**src/rtl/adc_regs_defs.vh**
```
/*
  Constants for the channel-control register bank: register offsets,
  field positions, mode and polarity codes, and the timing of the pulsed alert.
  Assumes it is included by its bare name into each design file that needs it.
*/
`ifndef ADC_REGS_DEFS_VH
`define ADC_REGS_DEFS_VH

// register offsets
`define ADDR_OUTPUT_LEVEL_SET   8'h0b
`define ADDR_INPUT_LEVEL        8'h0d
`define ADDR_SCAN_CONTROL       8'h10
`define ADDR_SINGLE_CH_SELECT   8'h11
`define ADDR_SCAN_CH_MASK       8'h12
`define ADDR_ALARM_CH_MASK      8'h14
`define ADDR_ALARM_SOURCE       8'h16
`define ADDR_ALARM_PIN_SETUP    8'h17

// reset value shared by every register of the bank
`define REG_RESET               8'h00

// scan_control fields
`define SCAN_GO_BIT             4
`define SCAN_METHOD_HI          1
`define SCAN_METHOD_LO          0
// single_channel_select fields
`define CH_ID_HI                3
`define CH_ID_LO                0
`define CH_ID_RSVD_BIT          3
// alarm_source_select fields
`define ALARM_CHECK_ERR_BIT     0
// alarm_pin_setup fields
`define ALARM_PIN_HI            7
`define ALARM_PIN_LO            4
`define ALARM_POL_HI            1
`define ALARM_POL_LO            0

// scan methods
`define METHOD_SINGLE           2'h0
`define METHOD_AUTO             2'h1
`define METHOD_ON_THE_FLY       2'h2
`define METHOD_RESERVED         2'h3

// alert output forms
`define POL_LEVEL_LOW           2'h0
`define POL_LEVEL_HIGH          2'h1
`define POL_PULSE_LOW           2'h2
`define POL_PULSE_HIGH          2'h3

// number of channels and last channel index
`define NUM_CH                  8
`define LAST_CH                 3'h7

// pulsed alert width, and clock rate
`define CLK_MHZ                 100
`define ALARM_PULSE_NS          1000
`define ALARM_PULSE_CYCLES      ((`ALARM_PULSE_NS * `CLK_MHZ + 999) / 1000)
`define PULSE_CNT_W             8

`endif

```
**src/rtl/alarm_pin_shaper.v**
```verilog
/*
  Shapes the internal alert into the form chosen by the polarity field:
  a level of either sense, or one pulse of either sense per rising alert.
  Assumes alert_in is synchronous to clk and that ce gates all state.
*/
`timescale 1ns/1ps
`include "adc_regs_defs.vh"

module alarm_pin_shaper (
  input wire clk,
  input wire reset,
  input wire ce,
  input wire alert_in,
  input wire [1:0] polarity,
  output reg pin_level
);

  localparam integer PULSE_LEN_I = `ALARM_PULSE_CYCLES;
  localparam [`PULSE_CNT_W-1:0] PULSE_LEN = PULSE_LEN_I[`PULSE_CNT_W-1:0];

  reg alert_d_r;
  reg [`PULSE_CNT_W-1:0] pulse_cnt_r;
  reg [`PULSE_CNT_W-1:0] pulse_cnt_nxt;
  reg pin_nxt;
  wire pulsing;

  assign pulsing = (pulse_cnt_r != {`PULSE_CNT_W{1'b0}});

  always @* begin
    pulse_cnt_nxt = pulse_cnt_r;
    if (alert_in && !alert_d_r) begin
      pulse_cnt_nxt = PULSE_LEN;
    end else if (pulsing) begin
      pulse_cnt_nxt = pulse_cnt_r - {{(`PULSE_CNT_W-1){1'b0}}, 1'b1};
    end
    case (polarity)
      `POL_LEVEL_LOW: pin_nxt = ~alert_in;
      `POL_LEVEL_HIGH: pin_nxt = alert_in;
      `POL_PULSE_LOW: pin_nxt = ~(pulse_cnt_nxt != {`PULSE_CNT_W{1'b0}});
      `POL_PULSE_HIGH: pin_nxt = (pulse_cnt_nxt != {`PULSE_CNT_W{1'b0}});
      default: pin_nxt = 1'b1;
    endcase
  end

  always @(posedge clk) begin
    if (reset) begin
      alert_d_r <= 1'b0;
      pulse_cnt_r <= {`PULSE_CNT_W{1'b0}};
      pin_level <= 1'b1;
    end else if (ce) begin
      alert_d_r <= alert_in;
      pulse_cnt_r <= pulse_cnt_nxt;
      pin_level <= pin_nxt;
    end
  end

endmodule // alarm_pin_shaper

```
**src/rtl/adc_channel_regs.v**
```verilog
/*
  Register bank for channel control: output levels, input readback,
  scan method and sequencing, single-channel select, scan and alarm masks,
  alarm sources and the alarm pin. Also the auto-scan channel stepper
  and the per-channel pin drive.
  Assumes a serial front end turns frames into one-cycle read and write
  strobes with an 8-bit address, and that pin type, pin direction, event
  flags and the input check error flag come from elsewhere in the device.
*/
`timescale 1ns/1ps
`include "adc_regs_defs.vh"

module adc_channel_regs (
  input wire clk,
  input wire reset,
  input wire ce,
  input wire reg_wr,
  input wire reg_rd,
  input wire [7:0] reg_addr,
  input wire [7:0] reg_wdata,
  output reg [7:0] reg_rdata,
  input wire [7:0] pin_type_bits,
  input wire [7:0] pin_dir_bits,
  input wire [7:0] pin_level_in,
  input wire [7:0] event_flags,
  input wire input_check_error_flag,
  input wire conv_done,
  input wire [3:0] on_the_fly_channel_id,
  output wire [7:0] pin_drive,
  output wire [7:0] pin_drive_en,
  output reg [3:0] conv_channel,
  output reg conv_channel_valid,
  output reg scan_running,
  output reg alarm_internal
);

  ////////////////////////////////////////////////////////////////////////
  // helpers

  // next set mask bit above cur, wrapping; cur itself if it is the only one
  function [2:0] next_in_mask;
    input [2:0] cur;
    input [7:0] mask;
    integer k;
    reg [2:0] idx;
    reg found;
    begin
      next_in_mask = cur;
      found = 1'b0;
      for (k = 1; k <= `NUM_CH; k = k + 1) begin
        idx = cur + k[2:0];
        if (!found && mask[idx]) begin
          next_in_mask = idx;
          found = 1'b1;
        end
      end
    end
  endfunction

  function hit;
    input [7:0] addr;
    input [7:0] target;
    begin
      hit = (addr == target);
    end
  endfunction

  ////////////////////////////////////////////////////////////////////////
  // registers

  reg [7:0] output_level_bits_r;
  reg [7:0] input_level_bits_r;
  reg scan_go_r;
  reg [1:0] scan_method_r;
  reg [3:0] single_channel_id_r;
  reg [7:0] scan_mask_r;
  reg [7:0] alarm_mask_r;
  reg alarm_on_input_check_error_r;
  reg [3:0] alarm_pin_r;
  reg [1:0] alarm_pol_r;

  always @(posedge clk) begin
    if (reset) begin
      output_level_bits_r <= `REG_RESET;
      input_level_bits_r <= `REG_RESET;
      scan_go_r <= 1'b0;
      scan_method_r <= `METHOD_SINGLE;
      single_channel_id_r <= 4'h0;
      scan_mask_r <= `REG_RESET;
      alarm_mask_r <= `REG_RESET;
      alarm_on_input_check_error_r <= 1'b0;
      alarm_pin_r <= 4'h0;
      alarm_pol_r <= `POL_LEVEL_LOW;
    end else if (ce) begin
      input_level_bits_r <= pin_level_in;
      if (reg_wr) begin
        // only documented fields are stored
        if (hit(reg_addr, `ADDR_OUTPUT_LEVEL_SET)) begin
          output_level_bits_r <= reg_wdata;
        end
        if (hit(reg_addr, `ADDR_SCAN_CONTROL)) begin
          scan_go_r <= reg_wdata[`SCAN_GO_BIT];
          scan_method_r <= reg_wdata[`SCAN_METHOD_HI:`SCAN_METHOD_LO];
        end
        if (hit(reg_addr, `ADDR_SINGLE_CH_SELECT)) begin
          single_channel_id_r <= reg_wdata[`CH_ID_HI:`CH_ID_LO];
        end
        if (hit(reg_addr, `ADDR_SCAN_CH_MASK)) begin
          scan_mask_r <= reg_wdata;
        end
        if (hit(reg_addr, `ADDR_ALARM_CH_MASK)) begin
          alarm_mask_r <= reg_wdata;
        end
        if (hit(reg_addr, `ADDR_ALARM_SOURCE)) begin
          alarm_on_input_check_error_r <= reg_wdata[`ALARM_CHECK_ERR_BIT];
        end
        if (hit(reg_addr, `ADDR_ALARM_PIN_SETUP)) begin
          alarm_pin_r <= reg_wdata[`ALARM_PIN_HI:`ALARM_PIN_LO];
          alarm_pol_r <= reg_wdata[`ALARM_POL_HI:`ALARM_POL_LO];
        end
      end
    end
  end

  ////////////////////////////////////////////////////////////////////////
  // read port: registered data, zero for unmapped offsets

  reg [7:0] rdata_nxt;

  always @* begin
    case (reg_addr)
      `ADDR_OUTPUT_LEVEL_SET: rdata_nxt = output_level_bits_r;
      `ADDR_INPUT_LEVEL: rdata_nxt = input_level_bits_r;
      `ADDR_SCAN_CONTROL: rdata_nxt = {3'h0, scan_go_r, 2'h0, scan_method_r};
      `ADDR_SINGLE_CH_SELECT: rdata_nxt = {4'h0, single_channel_id_r};
      `ADDR_SCAN_CH_MASK: rdata_nxt = scan_mask_r;
      `ADDR_ALARM_CH_MASK: rdata_nxt = alarm_mask_r;
      `ADDR_ALARM_SOURCE: rdata_nxt = {7'h00, alarm_on_input_check_error_r};
      `ADDR_ALARM_PIN_SETUP: rdata_nxt = {alarm_pin_r, 2'h0, alarm_pol_r};
      default: rdata_nxt = 8'h00;
    endcase
  end

  always @(posedge clk) begin
    if (reset) begin
      reg_rdata <= 8'h00;
    end else if (ce && reg_rd) begin
      reg_rdata <= rdata_nxt;
    end
  end

  ////////////////////////////////////////////////////////////////////////
  // channel selection and auto-scan stepper

  localparam [2:0] ST_IDLE = 3'h1;
  localparam [2:0] ST_SCAN = 3'h2;
  localparam [2:0] ST_FIXED = 3'h4;

  reg [2:0] state_r;
  reg [2:0] state_nxt;
  reg [2:0] scan_ch_r;
  reg [2:0] scan_ch_nxt;
  reg [3:0] conv_channel_nxt;
  reg conv_valid_nxt;
  wire auto_on;

  assign auto_on = (scan_method_r == `METHOD_AUTO) && scan_go_r && (scan_mask_r != 8'h00);

  always @* begin
    state_nxt = state_r;
    scan_ch_nxt = scan_ch_r;
    case (state_r)
      ST_IDLE: begin
        if (auto_on) begin
          state_nxt = ST_SCAN;
          scan_ch_nxt = next_in_mask(`LAST_CH, scan_mask_r);
        end else if (scan_method_r != `METHOD_AUTO) begin
          state_nxt = ST_FIXED;
        end
      end
      ST_SCAN: begin
        if (!auto_on) begin
          state_nxt = ST_IDLE;
        end else if (conv_done || !scan_mask_r[scan_ch_r]) begin
          scan_ch_nxt = next_in_mask(scan_ch_r, scan_mask_r);
        end
      end
      ST_FIXED: begin
        if (scan_method_r == `METHOD_AUTO) begin
          state_nxt = ST_IDLE;
        end
      end
      default: state_nxt = ST_IDLE;
    endcase
    case (scan_method_r)
      `METHOD_SINGLE: begin
        conv_channel_nxt = single_channel_id_r;
        conv_valid_nxt = ~single_channel_id_r[`CH_ID_RSVD_BIT];
      end
      `METHOD_AUTO: begin
        conv_channel_nxt = {1'b0, scan_ch_nxt};
        conv_valid_nxt = (state_nxt == ST_SCAN);
      end
      `METHOD_ON_THE_FLY: begin
        conv_channel_nxt = on_the_fly_channel_id;
        conv_valid_nxt = ~on_the_fly_channel_id[`CH_ID_RSVD_BIT];
      end
      default: begin
        conv_channel_nxt = 4'h0;
        conv_valid_nxt = 1'b0;
      end
    endcase
  end

  always @(posedge clk) begin
    if (reset) begin
      state_r <= ST_IDLE;
      scan_ch_r <= 3'h0;
      conv_channel <= 4'h0;
      conv_channel_valid <= 1'b0;
      scan_running <= 1'b0;
    end else if (ce) begin
      state_r <= state_nxt;
      scan_ch_r <= scan_ch_nxt;
      conv_channel <= conv_channel_nxt;
      conv_channel_valid <= conv_valid_nxt;
      scan_running <= (state_nxt == ST_SCAN);
    end
  end

  ////////////////////////////////////////////////////////////////////////
  // alert and pin drive

  wire alarm_nxt;
  wire alarm_pin_level;
  wire [7:0] digital_out;
  reg [7:0] alarm_route;
  integer i;

  assign alarm_nxt = (|(event_flags & alarm_mask_r))
                   | (alarm_on_input_check_error_r & input_check_error_flag);

  always @(posedge clk) begin
    if (reset) begin
      alarm_internal <= 1'b0;
    end else if (ce) begin
      alarm_internal <= alarm_nxt;
    end
  end

  alarm_pin_shaper u_alarm_pin_shaper (
    .clk(clk),
    .reset(reset),
    .ce(ce),
    .alert_in(alarm_internal),
    .polarity(alarm_pol_r),
    .pin_level(alarm_pin_level)
  );

  always @* begin
    alarm_route = 8'h00;
    for (i = 0; i < `NUM_CH; i = i + 1) begin
      alarm_route[i] = (alarm_pin_r == i[3:0]);
    end
  end

  // pin type 1 = general pin; direction 1 = digital output
  assign digital_out = pin_type_bits & pin_dir_bits;
  assign pin_drive_en = digital_out;
  assign pin_drive = (alarm_route & {8{alarm_pin_level}})
                   | (~alarm_route & output_level_bits_r);

endmodule // adc_channel_regs

```
**config.mk**
```make
export PLATFORM = sky130hd
export DESIGN_NAME = adc_channel_regs
export DESIGN_NICKNAME = d
export VERILOG_FILES = /design/src/rtl/alarm_pin_shaper.v /design/src/rtl/adc_channel_regs.v
export VERILOG_INCLUDE_DIRS = /design/src /design/src/rtl
export SDC_FILE = /design/constraint.sdc
export NUM_CORES = 1
export LEC_CHECK = 0
export BUFFER_PORTS_ARGS = -buffer_cell sky130_fd_sc_hd__buf_2
export CORE_UTILIZATION = 60
export CTS_CLUSTER_DIAMETER = 40
export CTS_CLUSTER_SIZE = 12
export DETAILED_ROUTE_END_ITERATION = 12
export PLACE_DENSITY = 0.85
export SYNTH_ARGS = -nofsm -noshare
export SYNTH_HDL_FRONTEND = slang
export SYNTH_SLANG_ARGS = --single-unit
```
**constraint.sdc**
```tcl
create_clock -name clk -period 8.4 [get_ports clk]
set_input_delay 1.26 -clock clk [delete_from_list [all_inputs] [get_ports clk]]
set_output_delay 1.26 -clock clk [all_outputs]
set_load 0.1 [all_outputs]
```
Word-level counts from Yosys, hierarchy flattened
Cells that the tools add are included.

Word-level logic and storage cells: 218. Register bits after elaboration: 77. Bits of input ports: 59. Output and inout bits: 31.

Add/subtract/negate cells: 8. Equal/unequal tests: 25. $lt $le $gt $ge: 8. Bitwise logic cells: 12. Mux-type cells: 96. Reductions and logical operators: 49.

Operators by type and width (number): $mux 3 (23); $pmux 8 s8 (1); $mux 1 (57); $eq 8x5->1 const B (6); $and 8x8->8 (4); $lt 3x4->1 const B (8); $bmux 1 s3 (8); $reduce_bool 8->1 (3); $reduce_and 3->1 (7); $logic_and 1x1->1 (18); $eq 4x3->1 const B (4); $eq 8x4->1 const B (2); $logic_not 1->1 (16); $mux 8 (2); $add 3x3->3 const B (4); $pmux 4 s3 (1); $pmux 3 s3 (1); $eq 4x2->1 const B (2); $not 8->8 (1); $or 8x8->8 (1); $reduce_or 8->1 (1); $sub 8x1->8 const B (1); $add 3x2->3 const B (2); $eq 2x2->1 const B (3); 16 further kinds (22).

Depth between registers and ports, before layout
Word-level depth: 50. Mapped depth: 13. Gate-level depth less buffers: 9.

Hierarchy
Synthesis repeated with hierarchy kept, for this count alone.

Cell total of the unflattened synthesis: 593. Area, all modules: 5024.8 sq um.

Modules (own cells, without submodules): adc_channel_regs (times used 1, sequential area each 1341.3 sq um, area an instance 4246.6 sq um, cells an instance 503); alarm_pin_shaper (times used 1, sequential area each 200.2 sq um, area an instance 778.2 sq um, cells an instance 90).

Worst setup path after synthesis
OpenSTA, ideal clock, no wires.

Path type: input to output. From: input port pin_type_bits[0]. To: output port pin_drive_en[0]. Path buffers: 0. Data required time: 7.140 ns. Setup slack: 5.143 ns. Cell stages on the path: 1. Arrival: 1.997 ns. Cell sequence: and2_1.

Longest elaborated chain between the ends: 1.

Ends and longest elaborated chain: start, declared (RTL line adc_channel_regs.v:22) `input wire [7:0] pin_type_bits,`; $and 8x8->8 (RTL line adc_channel_regs.v:268) `assign digital_out = pin_type_bits & pin_dir_bits;`; end, declared (RTL line adc_channel_regs.v:30) `output wire [7:0] pin_drive_en,`.

No other way between the ends.

Final worst setup path
From: register scan_ch_r[0]. To: register conv_channel[1].

Longest elaborated chain between the ends: 50. Elaborated cells on any way between the ends: 79. Those cells by class: 7 x add/sub; 56 x mux; 16 x reduce/logical.

Ends and longest elaborated chain: start, declared (RTL line adc_channel_regs.v:161) `reg [2:0] scan_ch_r;`; start signal, assigned (RTL line adc_channel_regs.v:224) `scan_ch_r <= scan_ch_nxt;`; $add 3x1->3 (RTL line adc_channel_regs.v:51) `idx = cur + k[2:0];`; $bmux 1 s3 (RTL line adc_channel_regs.v:52) `if (!found && mask[idx]) begin`; $mux 1 (not written as such) (RTL line adc_channel_regs.v:52); $mux 1; $mux 1 (RTL line adc_channel_regs.v:184) `end else if (conv_done || !scan_mask_r[scan_ch_r]) begin`; $mux 1 (RTL line adc_channel_regs.v:182) `if (!auto_on) begin`; $mux 1 (RTL line adc_channel_regs.v:172) `case (state_r)`; $logic_not 1->1 (RTL line adc_channel_regs.v:52); [... 34 more ...]; $mux 1 (RTL line adc_channel_regs.v:172); $logic_not 1->1 (RTL line adc_channel_regs.v:52); $logic_and 1x1->1 (RTL line adc_channel_regs.v:52); $mux 3 (RTL line adc_channel_regs.v:52); $mux 3 * (RTL line adc_channel_regs.v:184); $mux 3 * (RTL line adc_channel_regs.v:182); $pmux 3 s2 * (RTL line adc_channel_regs.v:172); $pmux 4 s3 * (RTL line adc_channel_regs.v:195) `case (scan_method_r)`; end signal, assigned (RTL line adc_channel_regs.v:225) `conv_channel <= conv_channel_nxt;`; end, declared (RTL line adc_channel_regs.v:31) `output reg [3:0] conv_channel,`.

Every way passes the cells marked *; elsewhere a longest branch is shown, timed or not. The select of a mux whose other input is x is not followed. A chain may end at the register's enable or synchronous reset.

==> results.tsv <==
metric	value	unit
status	complete, no violations	
highest clock rate	255.9	MHz
CTS Sinks	77	
DIE AREA	8683	sq um
fin crit share	46.53	%
Yosys top cell by area	dfxtp_1	
total track usage	29.73	%
ys async rst share	0	%
fill cell total of the finished layout	634	
CTS tree	built	
post-layout util	70.18	%
# diodes	0	
Static Leakage	2.370	nW
H-Tree Depth	3	
GRT Residual Overflow	0	
PwrDens	180.4	nW/um^2
Hold Path Class	reg2reg	
total I/O pin count	90	
Routed Antenna Nets	0	
DP HPWL	9.083	mm
max-cap violation count	0	
Multi-input gate area	3139	sq um
Clock Latency Late Sink	0.36	ns
number of global-route vias before repair	4387	
GPL Wtd Cong	0.9487	
worst slew pin tran	1.268	ns
Vias per Instance	6.351	
Synth top area share	30.90	%
# DRC	0	
most frequent cells in the layout	nor2_1, buf_2, dfxtp_1	
delay-heaviest family, CP	multiplexers	
CP max FO	16	
Syn Inst Count	581	
DP Worst Slack	4.517	ns
register area	1541	sq um
#FFs+latches synth	77	
global-route wire length before repair	20.42	mm
sequential fraction of the synthesis area	30.90	%
largest net degree at the start of global routing	79	
Layout Skew	0.01570	ns
drt pass-1 iters	6	
unrepaired setup endpoints after global routing	false	
Hold Buf Count CTS	0	
Avg WL per Cell	16.83	microns
Distinct cells, synth	71	
CTS Buf Count	9	
Final TNS setup	0	ns
critical path, cell by cell	bufinv_8 > ha_1 > mux4_2 > mux2i_2 > and2_2 > and4_4 > or2_1 > o2111ai_1 > a311oi_1	
Root Driver	clkbuf_8	
Core Region	7888	sq um
# Post-CTS Setup Buffers	0	
# resized after CTS	0	
maximum vdd drop	115.0	uV
crit path kind	reg2reg	
Critical-path top delay cell	dfxtp_1	
NumNets Final	706	
Initial Utilization	63.25	%
clk buf depth	2	
required time of the critical path	8.66	ns
fin. max-slew vios	0	
chip height	93.18	microns
Min Clock Period, post-route	3.909	ns
Worst setup EP type	flop	
CP bufs+invs	1	
syn_nets	644	
Worst-path clk slew	0.08	ns
antenna violations before repair	0	
Mean Syn Cell Area	8.586	sq um
Startpoint Class	flop	
CP Data Arrival Time	4.17	ns
YS warnings	0	
# rows	32	
area grow syn2layout	10.96	%
max incr delay on CP	0.79	ns
IO Port Bufs	89	
ys flop type	dfxtp_1	
max_slew headroom	14.81	%
setup ws final	4.491	ns
Post-synth EDFFs	0	
Iter 0 DRT Violations	411	
vias	4763	
layout cells sized above 1	22.84	%
final WL	12.62	mm
die boundary width	93.18	microns
mapped cell area	4989	sq um
commonest non-fill, non-tap cell in the layout	nor2_1	
Final setup viols	0	
Fin. Hold Viols	0	
synth top area cells	dfxtp_1, mux2i_1, nor2_1	
power by group:
group	internal, mW	switching [mW]	total, mW
combinational	0.111	0.172	0.283
clock	0.147	0.143	0.290
sequential	0.390	0.0356	0.425
worst reg2reg max path, delay by kind of cell (launching register included):
| family | cells | cell delay [ns] |
|---|---|---|
| AO/OA/AOI/OAI | 2 | 0.47 |
| adder cells (fa/ha/maj) | 1 | 0.63 |
| buffers and inverters | 1 | 0.33 |
| flip-flops | 1 | 0.79 |
| multiplexers | 2 | 0.94 |
| AND/OR/NAND/NOR | 3 | 0.66 |
synthesized netlist by cell type, drive strengths merged, types with 5 or more instances:
| cell | n |
|---|---|
| nand2b | 12 |
| a31oi | 5 |
| clkbuf | 24 |
| dfxtp | 77 |
| o21ai | 18 |
| a21oi | 46 |
| nor2b | 8 |
| a22oi | 6 |
| inv | 11 |
| nand2 | 25 |
| a222oi | 7 |
| a221oi | 6 |
| nand3 | 15 |
| nor2 | 102 |
| a211oi | 7 |
| nor3b | 7 |
| buf | 16 |
| mux2i | 61 |
| mux4 | 14 |
| mux2 | 10 |
| nor3 | 19 |
| and2 | 13 |
| nor4 | 5 |
final cells by class:
type / instances / area share [%]
Clock buffer: 10 / 2.486
Clock inverter: 6 / 1.266
Inverter: 12 / 1.062
Multi-Input combinational cell: 452 / 56.71
Sequential cell: 77 / 27.85
Tap cell: 102 / 2.306
Timing Repair Buffer: 91 / 8.318
state kept, by name, indices dropped and copies added (netlist names), 2 cells and up:
register                        flops
alarm_mask_r                        8
alarm_pin_r                         4
alarm_pol_r                         2
conv_channel                        4
input_level_bits_r                  8
output_level_bits_r                 8
reg_rdata                           8
scan_ch_r                           3
scan_mask_r                         8
scan_method_r                       2
single_channel_id_r                 4
state_r                             3
u_alarm_pin_shaper.pulse_cnt_r      8
cells by family after synthesis:
kind of cell    Yosys count  share of synthesized area (%)
simple gates            229                          22.30
compound gates          128                          17.36
mux                      85                          21.22
flops                    77                          30.90
buf+inv                  52                          6.170
xor+xnor                  6                          1.053
fa+ha+maj                 4                          1.003
worst paths after layout:
path | endpoint | start | depth (start not counted) | slack (ns)
worst max-delay path | conv_channel[1] | scan_ch_r[0] | 9 | 4.49
worst min-delay path | scan_running | scan_running | 2 | 0.47
worst max register to register | conv_channel[1] | scan_ch_r[0] | 9 | 4.49
worst min register to register | scan_running | scan_running | 2 | 0.47
through the flow:
stage / cells / cell area [sq um] / hold WS (ns) / power, mW
final: 750 / 5535 / 0.4685 / 0.9988
after global routing: 750 / 5535 / 0.4907 / 1.057
after CTS: 750 / 5535 / 0.4678 / 1.001
after detailed placement: 734 / 5328 / 0.4551 / 0.7138
after global placement: 734 / 5328 / 0.4519 / 0.7023
after floorplan: 581 / 4989 / 0.4572 / 0.6523
per-layer routing:
layer	up-vias	part of all wire [%]	global-route usage, %
met2	272	48	50.67
met1	2195	41	36.87
li1	2255	-	-
met3	41	8.3	6.098
met4	0	2.9	11.28
met5	-	0	0
No activity file was read; power rests on OpenSTA's default activity.
